--- config.mk ---
export PLATFORM = sky130hd
export DESIGN_NAME = status_outcome_reporter
export DESIGN_NICKNAME = d
export VERILOG_FILES = /design/src/status_outcome_reporter.v
export VERILOG_INCLUDE_DIRS = /design/src
export SDC_FILE = /design/constraint.sdc
export NUM_CORES = 1
export LEC_CHECK = 0
export ABC_AREA = 1
export BUFFER_PORTS_ARGS = -buffer_cell sky130_fd_sc_hd__buf_2
export CAP_MARGIN = 20
export CORE_MARGIN = 2
export CORE_UTILIZATION = 40
export DETAILED_ROUTE_END_ITERATION = 8
export SLEW_MARGIN = 20
export SYNTH_ARGS = -nofsm -noshare
export SYNTH_HDL_FRONTEND = slang
export SYNTH_SLANG_ARGS = --single-unit
--- constraint.sdc ---
create_clock -name clk_sys -period 1.8 [get_ports clk_sys]
set_input_delay 0.18 -clock clk_sys [delete_from_list [all_inputs] [get_ports clk_sys]]
set_output_delay 0.18 -clock clk_sys [all_outputs]
set_load 0.01 [all_outputs]
--- src/status_outcome_consts.vh ---
// Constants for the receive-status outcome reporter.
// Assumes inclusion by bare name from the design file.
`ifndef STATUS_OUTCOME_CONSTS_VH
`define STATUS_OUTCOME_CONSTS_VH

// Cause codes
`define CAUSE_RESET        8'h01
`define CAUSE_REG_PARITY   8'h22
`define CAUSE_BUS_PARITY   8'h24
`define CAUSE_HS_TIMEOUT   8'h2C
`define CAUSE_BAD_PHASE    8'h54
`define CAUSE_MSG_TAKEN    8'h55
`define CAUSE_MSG_DECLINED 8'h5D
`define CAUSE_DONE         8'h60
`define CAUSE_PREEMPTED    8'h64
`define CAUSE_ILLEGAL      8'h65
`define CAUSE_BUF_BUSY     8'h6C
`define CAUSE_BUS_FREE     8'h70

// Step codes
`define STEP_00            8'h00
`define STEP_01            8'h01
`define STEP_02            8'h02
`define STEP_09            8'h09
`define STEP_0A            8'h0A

// Bus phase encoding {msg, cd, io}
`define PHASE_STATUS       3'h3
`define PHASE_MSG_IN       3'h7

// Command codes of the interpreter
`define CMD_RECV_STATUS    4'h1
`define CMD_XFER           4'h2
`define CMD_RESELECT       4'h3
`define CMD_INIT_ONLY      4'h4

// Handshake timeout in cycles, default
`define HS_TIMEOUT_CYC     16'h0400

`endif

--- src/status_outcome_reporter.v ---
// Receive-status command interpreter and outcome reporter.
// Assumes bus pins arrive unsynchronised; host side is on clk_sys.
// Notes on behaviour
// - reset before transfer gives 01/00
// - reset during status byte gives 01/01
// - manual ack, parity error gives 24/01
// - auto ack, parity error releases ACK, 24/09
// - handshake timeout gives 2C/01
// - first REQ not status phase: 54/01
// - auto receive, message taken: 55/01
// - auto receive, buffer busy: 5D/01
// - manual ack success: 60/02, ACK held
// - auto ack success: release ACK, 60/0A
// - buffer occupied refuses status: 6C/01
// - bus free before transfer: 70/00
// - target role, command while waiting for REQ: result then 64/00
// - target role, pending interrupt skips new command: 64
// - target role illegal command: 65/00
// - nexus misordering answered with 65/00
// - host register parity error: 22/00
`timescale 1ns/1ps
`default_nettype none
`include "status_outcome_consts.vh"

module status_outcome_reporter (
  // Clock and reset
  input  wire       clk_sys,
  input  wire       nrst,
  // Host command port
  input  wire       cmd_valid,
  input  wire [3:0] cmd_code,
  input  wire       target_role,
  input  wire       nexus_up,
  input  wire       auto_ack_mode,
  input  wire       auto_recv_mode,
  input  wire       reg_parity_err,
  input  wire       release_ack,
  input  wire       host_read,
  input  wire       buf_occupied,
  // Bus pins
  input  wire       scsi_rst_pin,
  input  wire       scsi_req_pin,
  input  wire       scsi_bsy_pin,
  input  wire       scsi_sel_pin,
  input  wire [2:0] scsi_phase_pin,
  input  wire [7:0] scsi_data_pin,
  input  wire       scsi_parity_pin,
  output reg        scsi_ack,
  // Outcome
  output reg        irq,
  output reg  [7:0] cause_code,
  output reg  [7:0] step_code,
  output reg  [7:0] status_byte,
  output reg        msg_valid,
  output reg  [7:0] msg_byte
);

  localparam [4:0] ST_IDLE = 5'h01;
  localparam [4:0] ST_WAIT = 5'h02;
  localparam [4:0] ST_ACK  = 5'h04;
  localparam [4:0] ST_HOLD = 5'h08;
  localparam [4:0] ST_DROP = 5'h10;

  // Three-stage synchronisers; change counts when stages 2 and 3 agree
  reg  [15:0] s1_q;
  reg  [15:0] s2_q;
  reg  [15:0] s3_q;
  reg  [15:0] in_q;
  wire [15:0] pins = {scsi_rst_pin, scsi_req_pin, scsi_bsy_pin,
                      scsi_sel_pin, scsi_phase_pin, scsi_data_pin,
                      scsi_parity_pin};
  always @(posedge clk_sys or negedge nrst) begin
    if (!nrst) begin
      s1_q <= 16'h0000;
      s2_q <= 16'h0000;
      s3_q <= 16'h0000;
      in_q <= 16'h0000;
    end else begin
      s1_q <= pins;
      s2_q <= s1_q;
      s3_q <= s2_q;
      // Agreeing stages are taken in both directions, else hold
      in_q <= (in_q & (s2_q ^ s3_q)) | (s3_q & ~(s2_q ^ s3_q));
    end
  end

  wire       rst_s    = in_q[15];
  wire       req_s    = in_q[14];
  wire       bus_free = !in_q[13] && !in_q[12];
  wire [2:0] phase_s  = in_q[11:9];
  wire [7:0] data_s   = in_q[8:1];
  wire       par_ok   = ^{data_s, in_q[0]}; // Odd parity on the bus

  // Command classification
  wire is_recv = (cmd_code == `CMD_RECV_STATUS);
  wire illegal = (target_role && (cmd_code == `CMD_INIT_ONLY)) ||
                 (cmd_code == 4'h0) || (cmd_code > `CMD_INIT_ONLY) ||
                 (cmd_code == `CMD_XFER && !nexus_up) ||
                 (cmd_code == `CMD_RESELECT && nexus_up);

  reg  [4:0]  st_q;
  reg  [15:0] tmo_q;
  reg         par_err_q;
  reg         dbl_q;     // Second command pending report
  reg  [7:0]  pc_q;      // Pending cause queued behind current one
  reg  [7:0]  ps_q;
  reg         pend_q;

  // Post a report; if one is held, queue it in the one pending slot
  task post;
    input [7:0] c;
    input [7:0] s;
    begin
      if (irq && !host_read) begin
        pc_q   <= c;
        ps_q   <= s;
        pend_q <= 1'b1;
      end else begin
        cause_code <= c;
        step_code  <= s;
        irq        <= 1'b1;
      end
    end
  endtask

  // Main sequencer
  always @(posedge clk_sys or negedge nrst) begin
    if (!nrst) begin
      st_q <= ST_IDLE;
      tmo_q <= 16'h0000;
      par_err_q <= 1'b0;
      dbl_q <= 1'b0;
      pc_q <= 8'h00;
      ps_q <= 8'h00;
      pend_q <= 1'b0;
      scsi_ack <= 1'b0;
      irq <= 1'b0;
      cause_code <= 8'h00;
      step_code <= 8'h00;
      status_byte <= 8'h00;
      msg_valid <= 1'b0;
      msg_byte <= 8'h00;
    end else begin
      msg_valid <= 1'b0;
      // Held until read, then queued report moves up
      if (irq && host_read) begin
        if (pend_q) begin
          cause_code <= pc_q;
          step_code <= ps_q;
          pend_q <= 1'b0;
        end else begin
          irq <= 1'b0;
        end
      end
      if (reg_parity_err) begin
        post(`CAUSE_REG_PARITY, `STEP_00);
      end
      case (st_q)
        ST_IDLE: begin
          if (cmd_valid) begin
            if (irq && target_role) begin
              post(`CAUSE_PREEMPTED, `STEP_00);
            end else if (illegal) begin
              post(`CAUSE_ILLEGAL, `STEP_00);
            end else if (is_recv) begin
              tmo_q <= 16'h0000;
              par_err_q <= 1'b0;
              st_q <= ST_WAIT;
            end
          end
        end
        ST_WAIT: begin
          if (cmd_valid && target_role) begin
            dbl_q <= 1'b1;
          end
          tmo_q <= tmo_q + 16'h0001;
          if (rst_s) begin
            post(`CAUSE_RESET, `STEP_00);
            st_q <= ST_IDLE;
          end else if (bus_free) begin
            post(`CAUSE_BUS_FREE, `STEP_00);
            st_q <= ST_IDLE;
          end else if (tmo_q == `HS_TIMEOUT_CYC) begin
            post(`CAUSE_HS_TIMEOUT, `STEP_01);
            st_q <= ST_IDLE;
          end else if (req_s) begin
            if (phase_s == `PHASE_STATUS && buf_occupied) begin
              post(`CAUSE_BUF_BUSY, `STEP_01);
              st_q <= ST_IDLE;
            end else if (phase_s == `PHASE_STATUS) begin
              status_byte <= data_s;
              par_err_q <= !par_ok;
              scsi_ack <= 1'b1;
              tmo_q <= 16'h0000;
              st_q <= ST_ACK;
            end else if (phase_s == `PHASE_MSG_IN && auto_recv_mode &&
                         buf_occupied) begin
              post(`CAUSE_MSG_DECLINED, `STEP_01);
              st_q <= ST_IDLE;
            end else if (phase_s == `PHASE_MSG_IN && auto_recv_mode) begin
              msg_byte <= data_s;
              msg_valid <= 1'b1;
              scsi_ack <= 1'b1;
              par_err_q <= 1'b1; // Marks message path for ACK drop
              st_q <= ST_DROP;
            end else begin
              post(`CAUSE_BAD_PHASE, `STEP_01);
              st_q <= ST_IDLE;
            end
          end
        end
        ST_ACK: begin
          tmo_q <= tmo_q + 16'h0001;
          if (rst_s) begin
            scsi_ack <= 1'b0;
            post(`CAUSE_RESET, `STEP_01);
            st_q <= ST_IDLE;
          end else if (tmo_q == `HS_TIMEOUT_CYC) begin
            scsi_ack <= 1'b0;
            post(`CAUSE_HS_TIMEOUT, `STEP_01);
            st_q <= ST_IDLE;
          end else if (!req_s) begin
            if (auto_ack_mode) begin
              scsi_ack <= 1'b0;
              if (par_err_q) post(`CAUSE_BUS_PARITY, `STEP_09);
              else post(`CAUSE_DONE, `STEP_0A);
              st_q <= ST_IDLE;
            end else begin
              if (par_err_q) post(`CAUSE_BUS_PARITY, `STEP_01);
              else post(`CAUSE_DONE, `STEP_02);
              st_q <= ST_HOLD;
            end
          end
        end
        ST_HOLD: begin
          // Last ACK stays asserted until software lets it go or a bus reset is seen
          if (release_ack || rst_s) begin
            scsi_ack <= 1'b0;
            st_q <= ST_IDLE;
          end
        end
        ST_DROP: begin
          if (!req_s || rst_s) begin
            scsi_ack <= 1'b0;
            post(`CAUSE_MSG_TAKEN, `STEP_01);
            st_q <= ST_IDLE;
          end
        end
        default: st_q <= ST_IDLE;
      endcase
      // Double command: queued behind the first command's result
      if (dbl_q && st_q == ST_IDLE && !pend_q) begin
        dbl_q <= 1'b0;
        post(`CAUSE_PREEMPTED, `STEP_00);
      end
    end
  end

endmodule // status_outcome_reporter
`default_nettype wire

Word-level counts from Yosys, hierarchy flattened:

Cells that the tools add are included.

* bits in registers: 139
* output and inout port bits: 35
* input bits: 31
* logic and storage cells: 336

* order comparisons: 1
* reduce and logical (&&, ||, !) cells: 40
* $add $sub $neg: 1
* eq/ne operators: 28
* muxes and demuxes: 237
* bitwise gates (word level): 11

Operator list (number)
* 8-bit 2-to-1 mux: 120
* 16-bit 2-to-1 mux: 10
* 8-bit one-hot mux with 4 select lines: 4
* 5-bit 2-to-1 mux: 17
* 1-bit 2-to-1 mux: 79
* 16-bit one-hot mux with 3 select lines: 1
* 16-bit AND: 2
* 5-bit one-hot mux with 5 select lines: 1
* 12-bit AND reduction: 2
* 2-bit inequality test (second input constant): 11
* 16-bit by 1-bit adder with 16-bit output (second input constant): 1
* 16-bit by 11-bit equality test with 1-bit output (second input constant): 1
* 16-bit NOT: 1
* 16-bit OR: 1
* 16-bit bitwise XOR: 1
* 1-bit logical AND: 13
* 1-bit one-hot mux with 4 select lines: 3
* 9-bit AND reduction: 1
* 9-bit XOR reduction: 1
* 4-bit by 2-bit equality test with 1-bit output (second input constant): 2
* 4-bit inequality test (second input constant): 2
* 8-bit AND reduction: 1
* 1-bit zero test: 7
* 7-bit AND reduction: 1
* other kinds (22): 35

Depth between registers and ports, before layout:

* depth in word-level cells: 16
* mapped depth: 14

Worst setup path before layout:

No wires, ideal clock.

* path kind: reg-to-reg
* start point: register st_q[0]
* end point: register step_code[2]
* required time: 1.671 ns
* path slack: 0.049 ns
* path buffers: 2
* arrival: 1.622 ns
* setup time: 0.129 ns
* period minus slack after synthesis: 1.751 ns
* stages on the path, launching flop included: 12
* cell sequence: dfstp_2 -> inv_1 -> nor2_1 -> nand3_2 -> buf_2 -> nor3_2 -> inv_2 -> nor2_4 -> inv_2 -> buf_2 -> o2111ai_1 -> a21oi_1

* word-level cells in the longest chain between the ends: 4
* elaborated cells on any way between the ends: 9
* those cells by class: 4 x eq/ne; 3 x mux; 2 x reduce/logical

Ends and longest elaborated chain
* start, declared: line status_outcome_reporter.v:101 `reg [4:0] st_q;`
* start signal, assigned: line status_outcome_reporter.v:129 `st_q <= ST_IDLE;`
* start signal, assigned: line status_outcome_reporter.v:168 `st_q <= ST_WAIT;`
* start signal, assigned: line status_outcome_reporter.v:179 `st_q <= ST_IDLE;`
* 5-bit equality test, or another cell as far along: line status_outcome_reporter.v:158 `case (st_q)`
* 8-bit one-hot mux with 4 select lines / 1-bit logical AND (equally long branches): line status_outcome_reporter.v:158, status_outcome_reporter.v:252
* 8-bit 2-to-1 mux / 1-bit logical AND (equally long branches): line status_outcome_reporter.v:114, status_outcome_reporter.v:252
* 8-bit 2-to-1 mux (*): line status_outcome_reporter.v:252 `if (dbl_q && st_q == ST_IDLE && !pend_q) begin`
* end signal, assigned: line status_outcome_reporter.v:149 `step_code <= ps_q;`
* end, declared: line status_outcome_reporter.v:52 `output reg [7:0] step_code,`

Every way passes the cells marked *; elsewhere a longest branch is shown, timed or not.
A chain may end at the register's enable or synchronous reset.

Worst setup path in the final report:

* start point: register st_q[0]
* end point: register pc_q[5]

* word-level cells in the longest chain between the ends: 4
* elaborated cells on any way between the ends: 9
* those cells by class: 4 x eq/ne; 3 x mux; 2 x reduce/logical

Ends and longest elaborated chain
* 5-bit equality test, or another cell as far along: line status_outcome_reporter.v:158
* 8-bit one-hot mux with 4 select lines / 1-bit logical AND (equally long branches): line status_outcome_reporter.v:158, status_outcome_reporter.v:252
* 8-bit 2-to-1 mux / 1-bit logical AND (equally long branches): line status_outcome_reporter.v:114, status_outcome_reporter.v:252
* 8-bit 2-to-1 mux (*): line status_outcome_reporter.v:252
* end signal, assigned: line status_outcome_reporter.v:133 `pc_q <= 8'h00;`
* end, declared: line status_outcome_reporter.v:105 `reg [7:0] pc_q;`

Marks and branches as above.

==> reports/qor.yml <==
floorplanning:
  num_rows: 49
  pin_count: 66
  die_w_microns: 139
  die_area_sq_um: 19300
  fp.coreArea_sq_um: 17900
  initial_utilization: 0.408
  die_y_microns: 139
grt:
  grt_max_degree: 63
  grt_pass1_vias: 7137
  grt_pass1_wl_mm: 37.6
  antenna_found_initial: 0
  grt_use_total: 0.246
  gr-total-overflow: 0
routing:
  vias_per_cell: 5.17
  route.detailed.drc: 0
  first_pass_iters: 5
  wl_per_cell_microns: 16.6
  drt_wl_total_mm: 23.2
  vias: 7255
  ant_nets: 0
  drt_iter0_markers: 507
placed_design:
  placed_area_sq_um: 9010
  gp_congestion: 1.01
  dp_slack_ps: -179
  portBuffers: 65
  dp_hpwl_mm: 17.1
  placed_cells: 1336
timing:
  period_share: 1.03
  hold_viol: 0
  worst_clock_skew_ps: 15.5
  tightest_slew_ps: 461
  fin_ws_ps: -61.9
  slew_headroom: 0.690
  drv_slew: 0
  fmax_mhz: 537
  rsz0062_at_grt: "true"
  setup_viol: 30
  fin_crit_ps: 1860
cells_and_area:
  area_growth_pct: 43.0
  fin_cells: 1403
  fin_area_sq_um: 10400
  antenna_cells: 0
  drive_gt1_frac: 0.348
  nets: 1194
critical_path:
  cp.required_ps: 2100
  crit_chain: "inv_4 > nor2_4 > nand3_4 > nand2_4 > nor2_4 > buf_4 > nor2_1 > a41oi_1 > nor2_1 > nand3b_1"
  cp.arrival_ps: 2170
  cp_slowest_cell: "dfstp_2"
  cp_max_fo: 5
  start_kind: "register"
  slowest_delay_ps: 560
  worstSetupPathType: "register to register"
  endpoint_kind: "register"
clock_tree:
  cts.clk_slew.worst_paths_ps: 70
  cts_sinks: 139
  cts_inserted_buffers: 17
  htree_levels: 4
  clockRootBuffer: "clkbuf_16"
  clockBufferDepth: 2
  tritoncts: "done"
  clk_latency_ps: 430
logic_synthesis:
  synth-main-ff-cell: "dfrtp_1"
  synth_edf_count: 0
  yosys_warnings: 0
  synth_cell_types: 48
  avgSynthCellArea_sq_um: 7.98
  synth-seq-cells: 139
  ys_seq_area_frac: 0.477
  syn_inst: 915
  synthArstFlopShare: 1.00
  synth_nets: 948
  synth_area_sq_um: 7300
outcome:
  status: "finished with violations"
  violations: "setup timing"
pwr:
  vdd_drop_max_v: 0.000686
  cellLeakagePower_nw: 5.28
  power.density_nw_per_um2: 874
  power.total_mw: 9.13
flow_run:
  cap_violations: 0
hold_path:
  hold_path.class: "primary input to register"
[through the flow]
stage / hold WS, ps / util / TNS (ps)
4_1_cts: 21.4 / 0.564 / -802
3_3_place_gp: 101 / 0.503 / -1950
2_1_floorplan: -116 / - / 0
5_1_grt: 38.5 / 0.583 / -6330
6_report: 42.5 / 0.583 / -871
3_5_place_dp: 100 / 0.503 / -3190
[routing by layer]
metal,global-route usage,vias up,part of all wire
met5,0,-,0
met4,0.105,0,0.035
met3,0.0401,69,0.056
met2,0.397,273,0.47
met1,0.330,3405,0.44
li1,-,3508,-
[repair_timing]
item | in CTS | in global routing
endpoints found under the setup margin | 61 | 71
pin swaps | 28 | 36
buffers inserted | 9 | 7
endpoints found under the hold margin | 70 | 0
gates cloned | 2 | 0
gates resized for setup | 65 | 87
hold buffers | 17 | 0
[cell usage in the layout (no fill, tap or decap), types with 11 or more instances in the layout]
master / Yosys / layout
clkbuf_16: 0 / 17
dfrtp_1: 138 / 136
maj3_1: 16 / 16
nand4_1: 21 / 21
inv_2: 17 / 20
o21ai_1: 14 / 28
nand2_1: 201 / 184
nor2_2: 6 / 12
nor2_1: 84 / 67
o21ai_0: 61 / 46
buf_6: 3 / 14
dlygate4sd3_1: 0 / 17
nor2_4: 5 / 17
a21oi_1: 49 / 39
buf_2: 13 / 64
buf_4: 6 / 144
nor3_1: 16 / 12
nand3_1: 74 / 64
nand2_2: 8 / 19
inv_1: 102 / 94
nand3_2: 5 / 11
[cell families after synthesis]
kind of cell	after synthesis	synth area share
AO/OA/AOI/OAI	156	0.119
flip-flops	139	0.477
XOR/XNOR	8	0.00960
buffers and inverters	149	0.0861
AND/OR/NAND/NOR	445	0.284
adder cells (fa/ha/maj)	18	0.0254
[path summary, 6_finish.rpt]
path                                     start           endpoint  slack (ps)  cells after the start
setup / recovery           st_q[0]$_DFFE_PN1P_  pc_q[5]$_DFF_PN0_         -60                     10
hold / removal                     target_role  dbl_q$_DFFE_PN0P_          40                      3
setup reg to reg           st_q[0]$_DFFE_PN1P_  pc_q[5]$_DFF_PN0_         -60                     10
hold reg to reg              s1_q[5]$_DFF_PN0_  s2_q[5]$_DFF_PN0_         350                      0
max in group asynchronous                 nrst  ps_q[6]$_DFF_PN0_         920                      3
min in group asynchronous                 nrst  s1_q[3]$_DFF_PN0_         200                      2
[synthesized netlist by cell type, types with 5 or more instances]
cell	count	area share
a21oi_1	49	0.034
a31oi_1	5	0.0043
buf_2	13	0.0089
buf_4	6	0.0062
dfrtp_1	138	0.47
inv_1	102	0.052
inv_2	17	0.0087
maj3_1	16	0.022
nand2_1	201	0.10
nand2_2	8	0.0069
nand3_1	74	0.051
nand3_2	5	0.0069
nand4_1	21	0.018
nor2_1	84	0.043
nor2_2	6	0.0051
nor2_4	5	0.0077
nor3_1	16	0.011
nor3_2	5	0.0069
o2111ai_1	7	0.0084
o211ai_1	10	0.010
o21ai_0	61	0.042
o21ai_1	14	0.0096
or2_2	7	0.0060
xnor2_1	5	0.0060
[power by group]
group	internal (mW)	switching, mW	total [mW]
Combinational	0.910	1.24	2.15
Clock	1.87	1.63	3.50
Sequential	3.33	0.142	3.47
Total	6.11	3.01	9.13
[layout make-up]
type                    count  area [sq um]
clock inverters            15           166
flip-flops and latches    139          3480
multi-input cells         628          3610
repair buffers            252          1970
fillers                  1632          7460
clock buffers              17           425
well taps                 229           287
inverters                 123           494
[critical path: cells and delay by family, from the launching register on]
family          cells  cell delay [ps]
compound gates      1              160
buf+inv             2              200
flops               1              560
simple gates        7              820
Power figures use the tool's default switching activity.
